### src/include/ndef_mapper_map.svh
`ifndef NDEF_MAPPER_MAP_SVH
`define NDEF_MAPPER_MAP_SVH

// register byte offsets, low eight bits of haddr
`define REG_SELECT 8'h00
`define REG_FILE_ADDR 8'h04
`define REG_DATA 8'h08
`define REG_STATUS 8'h0C

// selection codes written to the select register
`define SEL_CODE_NONE 2'h0
`define SEL_CODE_APP 2'h1
`define SEL_CODE_CC 2'h2
`define SEL_CODE_NDEF 2'h3

// physical layout
`define CC_PHYS_BASE 9'h180
`define CC_FILE_SIZE 16'h0010
`define LEN_FIELD_PHYS_BASE 9'h00C
`define GAP_FIRST 9'h00E
`define GAP_LAST 9'h00F
`define MSG_FILE_ADDR 16'h0002
`define MSG_PHYS_BASE 9'h010
`define NDEF_FILE_SIZE 16'h0172

// capability file field offsets and expected values
`define CC_LEN_OFS 16'h0000
`define CC_VERSION_OFS 16'h0002
`define CC_MAX_READ_OFS 16'h0003
`define CC_MLC_OFS 16'h0005
`define CC_TLV_T_OFS 16'h0007
`define CC_TLV_L_OFS 16'h0008
`define CC_TLV_V_OFS 16'h0009
`define CC_FID_LO_OFS 16'h000A
`define CC_VERSION_VALUE 8'h20
`define NDEF_FILE_ID 16'h0103

// status word bits
`define ST_ERR_BIT 0
`define ST_VER_OK_BIT 1
`define ST_FID_OK_BIT 2
`define ST_APP_BIT 3

// reset values
`define RESET_FILE_ADDR 16'h0000
`define RESET_WORD 32'h0000_0000
`define RESP_OKAY 1'b0

`endif

### src/include/ndef_mapper_pkg.sv
package ndef_mapper_pkg;
    localparam int PHYS_W = 9;

    typedef enum logic [1:0] {SEL_NONE, SEL_APP, SEL_CC, SEL_NDEF} select_e;
    typedef enum logic [1:0] {BUS_IDLE, BUS_READ_MEM, BUS_READ_OUT} bus_state_e;

    typedef struct packed {
        logic inRange;
        logic [PHYS_W-1:0] phys;
    } map_s;

    typedef struct packed {
        logic valid;
        logic write;
        logic [7:0] offset;
    } phase_s;
endpackage

### src/logic/nvm_byte_store.sv
`timescale 1ns/1ps
module nvm_byte_store #(
    parameter int WIDTH = 8,
    parameter int DEPTH = 512,
    parameter int AW = $clog2(DEPTH)
) (
    // clock and reset
    input wire logic clk,
    input wire logic reset_n,
    // access port
    input wire logic writeEn,
    input wire logic readEn,
    input wire logic [AW-1:0] addr,
    input wire logic [WIDTH-1:0] writeData,
    output logic [WIDTH-1:0] readData
);
    logic [WIDTH-1:0] cells [DEPTH];

    always_ff @(posedge clk) begin
        if (writeEn) begin
            cells[addr] <= writeData;
        end
    end

    always_ff @(posedge clk or negedge reset_n) begin
        if (!reset_n) begin
            readData <= '0;
        end else if (readEn) begin
            readData <= cells[addr];
        end
    end
endmodule // nvm_byte_store

### src/logic/ndef_file_address_mapper.sv
`timescale 1ns/1ps
`include "ndef_mapper_map.svh"

// Notes on behaviour
// reader selects application, then a file; mapping only applies once a file is selected
// capability file address zero is physical 0x0180, block 24, linear onward
// message file addresses zero and one map to physical 0x000C and 0x000D
// message file address 0x0002 onward maps to 0x0010 onward, skipping 0x000E-0x000F
// the message length field is always exactly two bytes
// one access run may cover length, message, or both across the gap
// writer puts mapping version 0x20 at capability file address 0x0002
// writer puts file identifier 0x0103 at capability file addresses 0x0009-0x000A
// capability file holds length, version, read and write limits, control TLV fields
// an empty message file is length 0x0003 followed by bytes 0xD00000
// there is no interrupt request output and no interrupt logic
// message file lives in tail of block 0 and blocks 1-23, capability in 24
// accesses past the selected file's end are refused and flag an error
module ndef_file_address_mapper
    import ndef_mapper_pkg::*;
#(
    parameter int DEPTH = 512
) (
    // clock and reset
    input wire logic ref_clk,
    input wire logic reset_n,
    // ahb-lite slave
    input wire logic hsel,
    input wire logic [31:0] haddr,
    input wire logic [1:0] htrans,
    input wire logic hwrite,
    input wire logic [2:0] hsize,
    input wire logic [31:0] hwdata,
    input wire logic hready,
    output logic hreadyout,
    output logic [31:0] hrdata,
    output logic hresp
);
    function automatic map_s mapFile(input select_e sel, input logic [15:0] fa);
        map_s m;
        logic [15:0] msgOfs;
        m = '0;
        msgOfs = fa - `MSG_FILE_ADDR;
        case (sel)
            SEL_CC: begin
                m.inRange = fa < `CC_FILE_SIZE;
                m.phys = `CC_PHYS_BASE + fa[PHYS_W-1:0];
            end
            SEL_NDEF: begin
                m.inRange = fa < `NDEF_FILE_SIZE;
                if (fa < `MSG_FILE_ADDR) begin
                    m.phys = `LEN_FIELD_PHYS_BASE + fa[PHYS_W-1:0];
                end else begin
                    m.phys = `MSG_PHYS_BASE + msgOfs[PHYS_W-1:0];
                end
            end
            default: begin
                m.inRange = 1'b0;
                m.phys = '0;
            end
        endcase
        return m;
    endfunction

    function automatic logic [1:0] selToCode(input select_e sel);
        case (sel)
            SEL_APP: return `SEL_CODE_APP;
            SEL_CC: return `SEL_CODE_CC;
            SEL_NDEF: return `SEL_CODE_NDEF;
            default: return `SEL_CODE_NONE;
        endcase
    endfunction

    bus_state_e state_reg, state_next;
    phase_s phase_reg, phase_next;
    select_e sel_reg, sel_next;
    logic [15:0] fileAddr_reg, fileAddr_next;
    logic err_reg, err_next;
    logic verOk_reg, fidHi_reg, fidLo_reg;
    logic [7:0] memRdata;

    wire takeXfer = hsel && htrans[1] && hready;
    wire phase_s takenPhase = '{valid: 1'b1, write: hwrite, offset: haddr[7:0]};
    wire wrPhase = phase_reg.valid && phase_reg.write && state_reg == BUS_IDLE;
    wire rdMemPhase = phase_reg.valid && !phase_reg.write && state_reg == BUS_READ_MEM;
    wire wrSelect = wrPhase && phase_reg.offset == `REG_SELECT;
    wire wrFileAddr = wrPhase && phase_reg.offset == `REG_FILE_ADDR;
    wire wrStatus = wrPhase && phase_reg.offset == `REG_STATUS;
    wire wrData = wrPhase && phase_reg.offset == `REG_DATA;
    wire rdData = rdMemPhase && phase_reg.offset == `REG_DATA;
    wire dataAccess = wrData || rdData;
    wire [1:0] selCode = hwdata[1:0];
    wire fileCode = selCode == `SEL_CODE_CC || selCode == `SEL_CODE_NDEF;
    wire selRefused = wrSelect && fileCode && sel_reg == SEL_NONE;
    wire map_s curMap = mapFile(sel_reg, fileAddr_reg);
    wire memWe = wrData && curMap.inRange;
    wire memRe = rdData && curMap.inRange;
    wire memAccess = memWe || memRe;
    wire [PHYS_W-1:0] memAddr = curMap.phys;
    wire ccWrite = memWe && sel_reg == SEL_CC;
    wire [7:0] wrByte = hwdata[7:0];
    wire [15:0] fileId = `NDEF_FILE_ID;
    wire fidHiOk = wrByte == fileId[15:8];
    wire fidLoOk = wrByte == fileId[7:0];
    wire [31:0] statusWord = {7'h00, curMap.phys, 12'h000, sel_reg != SEL_NONE,
        fidHi_reg && fidLo_reg, verOk_reg, err_reg};

    // bus sequencing: reads hold hready low for two cycles
    always_comb begin
        state_next = state_reg;
        phase_next = phase_reg;
        case (state_reg)
            BUS_IDLE: begin
                phase_next = takeXfer ? takenPhase : '0;
                if (takeXfer && !hwrite) begin
                    state_next = BUS_READ_MEM;
                end
            end
            BUS_READ_MEM: state_next = BUS_READ_OUT;
            BUS_READ_OUT: begin
                state_next = BUS_IDLE;
                phase_next = '0;
            end
            default: state_next = BUS_IDLE;
        endcase
    end

    // selection and file address
    always_comb begin
        sel_next = sel_reg;
        fileAddr_next = fileAddr_reg;
        if (wrSelect && !selRefused) begin
            case (selCode)
                `SEL_CODE_APP: sel_next = SEL_APP;
                `SEL_CODE_CC: sel_next = SEL_CC;
                `SEL_CODE_NDEF: sel_next = SEL_NDEF;
                default: sel_next = SEL_NONE;
            endcase
            fileAddr_next = `RESET_FILE_ADDR;
        end else if (wrFileAddr) begin
            fileAddr_next = hwdata[15:0];
        end else if (dataAccess && curMap.inRange) begin
            fileAddr_next = 16'(fileAddr_reg + 16'h0001);
        end
    end

    // an error raised in the clearing cycle survives the clear
    assign err_next = (dataAccess && !curMap.inRange) || selRefused ||
        (err_reg && !(wrStatus && hwdata[`ST_ERR_BIT]));

    always_ff @(posedge ref_clk or negedge reset_n) begin
        if (!reset_n) begin
            state_reg <= BUS_IDLE;
            phase_reg <= '0;
            sel_reg <= SEL_NONE;
            fileAddr_reg <= `RESET_FILE_ADDR;
            err_reg <= 1'b0;
        end else begin
            state_reg <= state_next;
            phase_reg <= phase_next;
            sel_reg <= sel_next;
            fileAddr_reg <= fileAddr_next;
            err_reg <= err_next;
        end
    end

    // tracks the capability file's version and identifier bytes as written
    always_ff @(posedge ref_clk or negedge reset_n) begin
        if (!reset_n) begin
            verOk_reg <= 1'b0;
            fidHi_reg <= 1'b0;
            fidLo_reg <= 1'b0;
        end else if (ccWrite) begin
            if (fileAddr_reg == `CC_VERSION_OFS) begin
                verOk_reg <= wrByte == `CC_VERSION_VALUE;
            end
            if (fileAddr_reg == `CC_TLV_V_OFS) begin
                fidHi_reg <= fidHiOk;
            end
            if (fileAddr_reg == `CC_FID_LO_OFS) begin
                fidLo_reg <= fidLoOk;
            end
        end
    end

    logic [31:0] readMux;
    always_comb begin
        case (phase_reg.offset)
            `REG_SELECT: readMux = {30'h0000_0000, selToCode(sel_reg)};
            `REG_FILE_ADDR: readMux = {16'h0000, fileAddr_reg};
            `REG_DATA: readMux = {24'h00_0000, memRdata};
            `REG_STATUS: readMux = statusWord;
            default: readMux = `RESET_WORD;
        endcase
    end

    // no interrupt output exists; only the bus answer leaves the block
    always_ff @(posedge ref_clk or negedge reset_n) begin
        if (!reset_n) begin
            hreadyout <= 1'b1;
            hrdata <= `RESET_WORD;
            hresp <= `RESP_OKAY;
        end else begin
            hreadyout <= state_next == BUS_IDLE;
            hrdata <= (state_reg == BUS_READ_OUT) ? readMux : hrdata;
            hresp <= `RESP_OKAY;
        end
    end

    nvm_byte_store #(
        .WIDTH(8),
        .DEPTH(DEPTH)
    ) store (
        .clk(ref_clk),
        .reset_n(reset_n),
        .writeEn(memWe),
        .readEn(memRe),
        .addr(memAddr),
        .writeData(wrByte),
        .readData(memRdata)
    );
endmodule // ndef_file_address_mapper

### config.mk
export PLATFORM = sky130hd
export DESIGN_NAME = ndef_file_address_mapper
export DESIGN_NICKNAME = d
export VERILOG_FILES = /design/src/include/ndef_mapper_pkg.sv /design/src/logic/nvm_byte_store.sv /design/src/logic/ndef_file_address_mapper.sv
export VERILOG_INCLUDE_DIRS = /design/src /design/src/include
export SDC_FILE = /design/constraint.sdc
export NUM_CORES = 2
export LEC_CHECK = 0
export BUFFER_PORTS_ARGS = -buffer_cell sky130_fd_sc_hd__buf_2
export CAP_MARGIN = 0
export CORE_MARGIN = 3
export CORE_UTILIZATION = 30
export CTS_CLUSTER_DIAMETER = 30
export CTS_CLUSTER_SIZE = 24
export DETAILED_ROUTE_END_ITERATION = 8
export GPL_ROUTABILITY_DRIVEN = 0
export PLACE_DENSITY = 0.53
export SETUP_SLACK_MARGIN = 0.15
export SLEW_MARGIN = 20
export SYNTH_ARGS = -nofsm -noshare
export SYNTH_HDL_FRONTEND = slang
export SYNTH_SLANG_ARGS = --single-unit
### constraint.sdc
create_clock -name ref_clk -period 6.19 [get_ports ref_clk]
set_input_delay 0.3095 -clock ref_clk [delete_from_list [all_inputs] [get_ports ref_clk]]
set_output_delay 0.3095 -clock ref_clk [all_outputs]
set_load 0.005 [all_outputs]
; After elaboration in Yosys (flattened, before gate mapping)
; Memory sizes are Yosys's and may differ from the RTL's. A register that Yosys moved wholly into a read port is not among the register bits.
; Index checks and enable logic that the tools add are counted.
[word_totals]
register_bits = 67
ramBits = 4096
output_inout_bits = 34
elab_cells = 95
n_memories = 1
[mem_list]
columns = memory, depth, width, rd, rd_clocked_by_memory_dff, write_ports, line_no
row1 = store.cells, 512, 8, 1, 1, 1, nvm_byte_store.sv:17  ; logic [WIDTH-1:0] cells [DEPTH];
[classes]
addsub = 5
order_cmp = 3
eq_ne = 17
n_mux = 14
reduce_logical = 43
[ops]
columns = cell, count
row1 = $pmux 25 s4, 1
row2 = $mux 16, 3
row3 = $pmux 10 s2, 2
row4 = $eq 16x4->1 const B, 2
row5 = $logic_and 1x1->1, 23
row6 = $add 16x1->16 const B, 1
row7 = $eq 16x2->1 const B, 1
row8 = $eq 8x4->1 const B, 2
row9 = $lt 16x2->1 const B, 1
row10 = $lt 16x5->1 const B, 1
row11 = $lt 16x9->1 const B, 1
row12 = $pmux 2 s3, 2
row13 = $eq 2x2->1 const B, 5
row14 = $mux 10, 1
row15 = $add 4x9->9 const A, 1
row16 = $add 5x9->9 const A, 1
row17 = $add 9x9->9 const A, 1
row18 = $mux 9, 1
row19 = $sub 9x2->9 const B, 1
row20 = $eq 8x1->1 const B, 1
row21 = $eq 8x2->1 const B, 1
row22 = $eq 8x3->1 const B, 1
row23 = $eq 8x6->1 const B, 1
row24 = $logic_not 8->1, 1
row25 = 10 further kinds, 26

; Logic depth before layout (Yosys ltp)
[depth]
word_depth = 9
depth_mapped = 22
mapped_depth_nobuf = 13

; By module
; From an unflattened synthesis, not the netlist that was laid out.
[unflattened]
hier_cells = 7523
area_unflattened_um2 = 162335.7
[by_module_without_submodules]
columns = mod, instances, cells_each, area_per_inst_um2
row1 = nvm_byte_store, 1, 7146, 158733.5
row2 = ndef_file_address_mapper, 1, 377, 3602.2

; Worst setup path after synthesis
; Ideal clock, no wire load.
[synth_timing]
kind = reg-to-reg
from = reg fileAddr_reg[3]
to = reg store.readData[7] (read register of store.cells)
setup_ps = 121
arrival_ps = 4169
required_ps = 6069
setup_slack_ps = 1900
stages_incl_launch_ff = 18
n_path_buf = 5
synth_period_minus_slack_ps = 4290
path_cell_list = dfrtp_1 buf_2 clkbuf_1 inv_1 ha_1 a211oi_2 and4_1 buf_6 mux2_4 buf_4 buf_2 a222oi_1 a21oi_1 o41ai_1 o2111ai_1 or4_1 or4_1 o22a_1
[synth_between]
elab_chain_cells = 4
word_cells_on_any_way = 10
[synth_lines]
columns = element, line_no
row1 = from (decl), ndef_file_address_mapper.sv:76  ; logic [15:0] fileAddr_reg, fileAddr_next;
row2 = from (signal assigned), ndef_file_address_mapper.sv:155  ; fileAddr_reg <= `RESET_FILE_ADDR;
row3 = from (signal assigned), ndef_file_address_mapper.sv:161  ; fileAddr_reg <= fileAddr_next;
row4 = $sub 9x2->9 (no line), -
row5 = $add 5x9->9 (no line), -
row6 = $mux 9, ndef_file_address_mapper.sv:50  ; if (fa < `MSG_FILE_ADDR) begin
row7 = $pmux 10 s2 *, ndef_file_address_mapper.sv:43  ; case (sel)
row8 = to (decl), nvm_byte_store.sv:15  ; output logic [WIDTH-1:0] readData
; Mark *: on every way between the ends. The rest lies on a longest branch, timed or not.
; A chain may end at the register's enable or synchronous reset.

; Final worst setup path
[layout_timing]
from = reg fileAddr_reg[1]
to = reg store.readData[1] (read register of store.cells)
; Same word-level chain as after synthesis.

==> summary by stage <==
STA
The worst clock skew is 0.0935 ns. The relative max-transition margin is 9.61%. Setup repair after global routing left no endpoint under its margin.

Setup violations remaining at the end of the flow were counted as 0. Static timing analysis puts the maximum clock frequency at 167 MHz. At the pin with the least slew margin, the transition time is 1.36 ns. The number of max-slew violations in the final report was 0. The portion of the clock cycle consumed by the worst path in the final layout is 96.9%. The minimum setup slack in the final design is 0.189 ns. For the finished layout, the period the worst path requires is 6.00 ns. The final-report hold violation count is 0. Setup total negative slack on the finished layout was measured at 0 ns.

GRT
The number of global-route vias before repair came to 104,000. In the global route stage, overall resource usage came out at 21.4%. The initial antenna violation count came to 48. The remaining global-route overflow is 0. The wire length of the first global-routing pass is 839,000 um. The pin count of the biggest net entering global routing is 189.

Floorplan
The die is 743 um wide. The die footprint is 552,000 sq um. The starting utilization of the core area is 30.2%. The area inside the core boundary is 539,000 sq um. In this run the vertical extent of the chip is 743 um. Pin placement for this block handled 108 I/O pins. In this run the core area contains 269 standard-cell rows.

Run
Max-cap violations in this run came to 0.

Layout
Summing all multi-input logic gate instances after layout gives 39,300 sq um. The register cell area after layout is 123,000 sq um. The area growth from synthesis to layout is 27.0%. After the last flow step, the layout net total stands at 12,300. The final core area utilization is 38.4%. Cells with a size suffix above 1 make up 17.4% of the layout. Counting the fill cells in the layout gives 50,200. The count of non-filler cells in the finished layout is 20,100. The register with the most flip-flops in the layout has 4,032 of them.

Setup path
The largest fanout on the critical path is 19. The worst setup path is captured at a flop. The worst setup path is of the reg2reg kind. STA classifies the critical path startpoint as a flop. For the worst setup path, the data required time is 7.15 ns. The critical path data arrival time is 6.96 ns.

Clock tree
The number of buffers created by CTS is 838. The clock reaches the later pin of the worst-skew pair after 1.12 ns. The maximum root-to-sink buffer count is 4. CTS saw 4,100 sinks. The clock slew seen by the registers of the worst setup and hold paths is 0.05 ns.

TritonCTS built the clock tree. The tree is rooted in a sky130_fd_sc_hd__clkbuf_16. The clock tree synthesis step divided the H-tree into 6 levels.

Logic synthesis
The number of warnings issued by yosys is 0. After synthesis the netlist holds a flip-flop and latch count of 4,100. By area the synthesized netlist is led by sky130_fd_sc_hd__edfxtp_1 (74%), sky130_fd_sc_hd__mux2i_1 (3.4%), sky130_fd_sc_hd__a21oi_1 (2.1%). The fraction of registers with async set/reset is 1.66%. The leading register cell type out of synthesis is sky130_fd_sc_hd__edfxtp_1. After synthesis, the largest area contributor takes up 74.4% of total cell area.

Of all cell types, the one taking the most synthesized area is sky130_fd_sc_hd__edfxtp_1. The count of flip-flops with a built-in enable after synthesis is 4,032. After synthesis, the netlist uses 98 different library cells.

The area of the mapped netlist is 163,000 sq um. The sequential share of the synthesized area is 75.4%. The number of standard cells after synthesis is 10,700. After synthesis, the mean cell area works out to 15.2 sq um.

Drt
The number of search-and-repair iterations in the first detailed-routing pass is 6. The total wire length after detailed routing is 614,000 um. The count of nets left with antenna violations once routing finished came out at 0. Dividing the detail-routed wire length by the instance count gives 30.6 um. Summing over every cut layer, the via total after detailed routing is 110,000. The count of unresolved DRC violations after routing is 0. In the routed layout, each cell is associated on average with a via count of 5.48. The initial DRC count is 16,000.

Pwr
Across the VDD grid, the largest voltage drop is 0.290 mV. Power spread over the standard cell area amounts to 403 nW/um^2. Summed over all cells, the static leakage comes to 0.0683 uW.

Min path
The worst hold path belongs to the class in2reg.

Placement
After detailed placement, the design holds a cell count of 18,500. Summed over all nets, the half-perimeter wirelength after detailed placement is 380,000 um. OpenSTA, run right after detailed placement, puts the worst setup slack at 0.153 ns. In this run the tool buffered the top-level ports with 55 buffer cells.

Outcome
The run finished with clean final reports.
[what timing repair did]
item                       4_1_cts  5_1_grt
setup endpoints to repair        1        2
hold buffers                    54        0
hold endpoints to repair       671        0
setup buffers                    0        0
gates resized for setup          1        2
cloned                           0        0
[path summary, 6_finish.rpt]
check                                 from                 to  slack (ns)  cells past startpoint
setup / recovery           fileAddr_reg[1]  store.readData[1]        0.19                     18
hold / removal                   hwdata[9]    fileAddr_reg[9]        0.15                      4
setup reg to reg           fileAddr_reg[1]  store.readData[1]        0.19                     18
hold reg to reg                  hrdata[9]          hrdata[9]        0.46                      2
max in group asynchronous          reset_n  store.readData[0]        5.42                      4
min in group asynchronous          reset_n          hreadyout        0.27                      3
[cell usage in the layout (no fill, tap or decap), types with 59 or more instances in the layout]
cell and count:
sky130_fd_sc_hd__a211oi_1 91, sky130_fd_sc_hd__a21oi_1 689, sky130_fd_sc_hd__a221o_1 97, sky130_fd_sc_hd__a221oi_1 296
sky130_fd_sc_hd__a22oi_1 132, sky130_fd_sc_hd__a31oi_1 150, sky130_fd_sc_hd__and3_1 84, sky130_fd_sc_hd__buf_12 99
sky130_fd_sc_hd__buf_4 540, sky130_fd_sc_hd__bufinv_16 98, sky130_fd_sc_hd__clkbuf_1 131, sky130_fd_sc_hd__clkbuf_16 844
sky130_fd_sc_hd__clkinv_1 139, sky130_fd_sc_hd__clkinv_2 159, sky130_fd_sc_hd__clkinvlp_4 64, sky130_fd_sc_hd__conb_1 648
sky130_fd_sc_hd__dfrtp_1 65, sky130_fd_sc_hd__edfxtp_1 4032, sky130_fd_sc_hd__inv_1 59, sky130_fd_sc_hd__mux2_2 133
sky130_fd_sc_hd__mux2i_1 549, sky130_fd_sc_hd__nand2_1 706, sky130_fd_sc_hd__nand3_1 404, sky130_fd_sc_hd__nand4_1 65
sky130_fd_sc_hd__nor2_1 650, sky130_fd_sc_hd__nor3_1 154, sky130_fd_sc_hd__o211ai_1 70, sky130_fd_sc_hd__o21ai_0 518
sky130_fd_sc_hd__o221ai_1 82, sky130_fd_sc_hd__o22ai_1 150
[power breakdown]
group | total (uW) | internal [uW] | switching [uW]
sequential | 31100 | 31000 | 144
clock | 44500 | 29200 | 15300
combinational | 7810 | 2130 | 5680
[Yosys cell counts, types with 52 or more instances]
master and count:
sky130_fd_sc_hd__a211oi_1 91, sky130_fd_sc_hd__nand3_1 404, sky130_fd_sc_hd__nor2_1 670, sky130_fd_sc_hd__clkbuf_1 292
sky130_fd_sc_hd__mux2i_1 553, sky130_fd_sc_hd__o31ai_1 52, sky130_fd_sc_hd__inv_1 61, sky130_fd_sc_hd__buf_1 109
sky130_fd_sc_hd__a21oi_1 690, sky130_fd_sc_hd__edfxtp_1 4032, sky130_fd_sc_hd__o221ai_1 82, sky130_fd_sc_hd__a221oi_1 296
sky130_fd_sc_hd__nand4_1 65, sky130_fd_sc_hd__o21ai_0 521, sky130_fd_sc_hd__a22oi_1 132, sky130_fd_sc_hd__buf_2 353
sky130_fd_sc_hd__nor3_1 163, sky130_fd_sc_hd__dfrtp_1 67, sky130_fd_sc_hd__a31oi_1 150, sky130_fd_sc_hd__a221o_1 97
sky130_fd_sc_hd__o22ai_1 150, sky130_fd_sc_hd__mux2_2 136, sky130_fd_sc_hd__nand2_1 726, sky130_fd_sc_hd__o211ai_1 70
sky130_fd_sc_hd__and3_1 84
[cell type report]
| class | count | share of cell area [%] |
|---|---|---|
| tap | 7181 | 4.35 |
| timing repair buffer | 748 | 3.37 |
| multi-input combinational | 6416 | 19.0 |
| sequential | 4100 | 59.4 |
| clock inverter | 566 | 3.17 |
| antenna | 21 | 0.0254 |
| inverter | 61 | 0.117 |
| clock buffer | 988 | 10.5 |
[per-layer routing]
metal	track usage [%]	vias to the layer above	share of wire (%)
li1	-	45300	-
met2	32.3	6820	44
met4	9.66	12	4.9
met1	29.3	56700	40
met5	0	-	0.014
met3	4.91	1247	11
[worst max-delay path, cell delays in order, from the launching register on]
cell	delay, ns
sky130_fd_sc_hd__dfrtp_1	0.67
sky130_fd_sc_hd__nor4b_1	0.54
sky130_fd_sc_hd__buf_4	0.26
sky130_fd_sc_hd__nand4_1	0.11
sky130_fd_sc_hd__buf_4	0.24
sky130_fd_sc_hd__o211ai_4	0.13
sky130_fd_sc_hd__buf_12	0.22
sky130_fd_sc_hd__buf_4	0.27
sky130_fd_sc_hd__buf_4	0.33
sky130_fd_sc_hd__mux2_2	0.37
sky130_fd_sc_hd__nand2_1	0.07
sky130_fd_sc_hd__a21oi_1	0.13
sky130_fd_sc_hd__or4b_1	0.69
sky130_fd_sc_hd__a311oi_1	0.54
sky130_fd_sc_hd__nand4_1	0.37
sky130_fd_sc_hd__buf_4	0.28
sky130_fd_sc_hd__a2111oi_2	0.34
sky130_fd_sc_hd__buf_4	0.20
sky130_fd_sc_hd__a21oi_1	0.06
[through the flow]
step / hold slack (ns) / total power, uW / cell area [sq um]
3_3_place_gp: 0.449 / 39200 / 178000
3_5_place_dp: 0.451 / 39200 / 178000
5_1_grt: 0.172 / 85400 / 207000
4_1_cts: 0.0531 / 83500 / 207000
6_report: 0.152 / 83400 / 207000
2_1_floorplan: 0.0139 / 35400 / 165000
[logic make-up (layout without fill, tap and decap cells)]
group / after synthesis / count (layout) / share of synthesized area (%)
other cells: 1 / 669 / 0.00230
fa+ha+maj: 12 / 12 / 0.0922
buf+inv: 843 / 2363 / 2.29
simple gates: 2355 / 2355 / 6.59
xor+xnor: 3 / 3 / 0.0161
flops: 4100 / 4100 / 75.4
compound gates: 2694 / 2694 / 11.1
mux: 704 / 704 / 4.52
(Power assumes the default switching activity.)
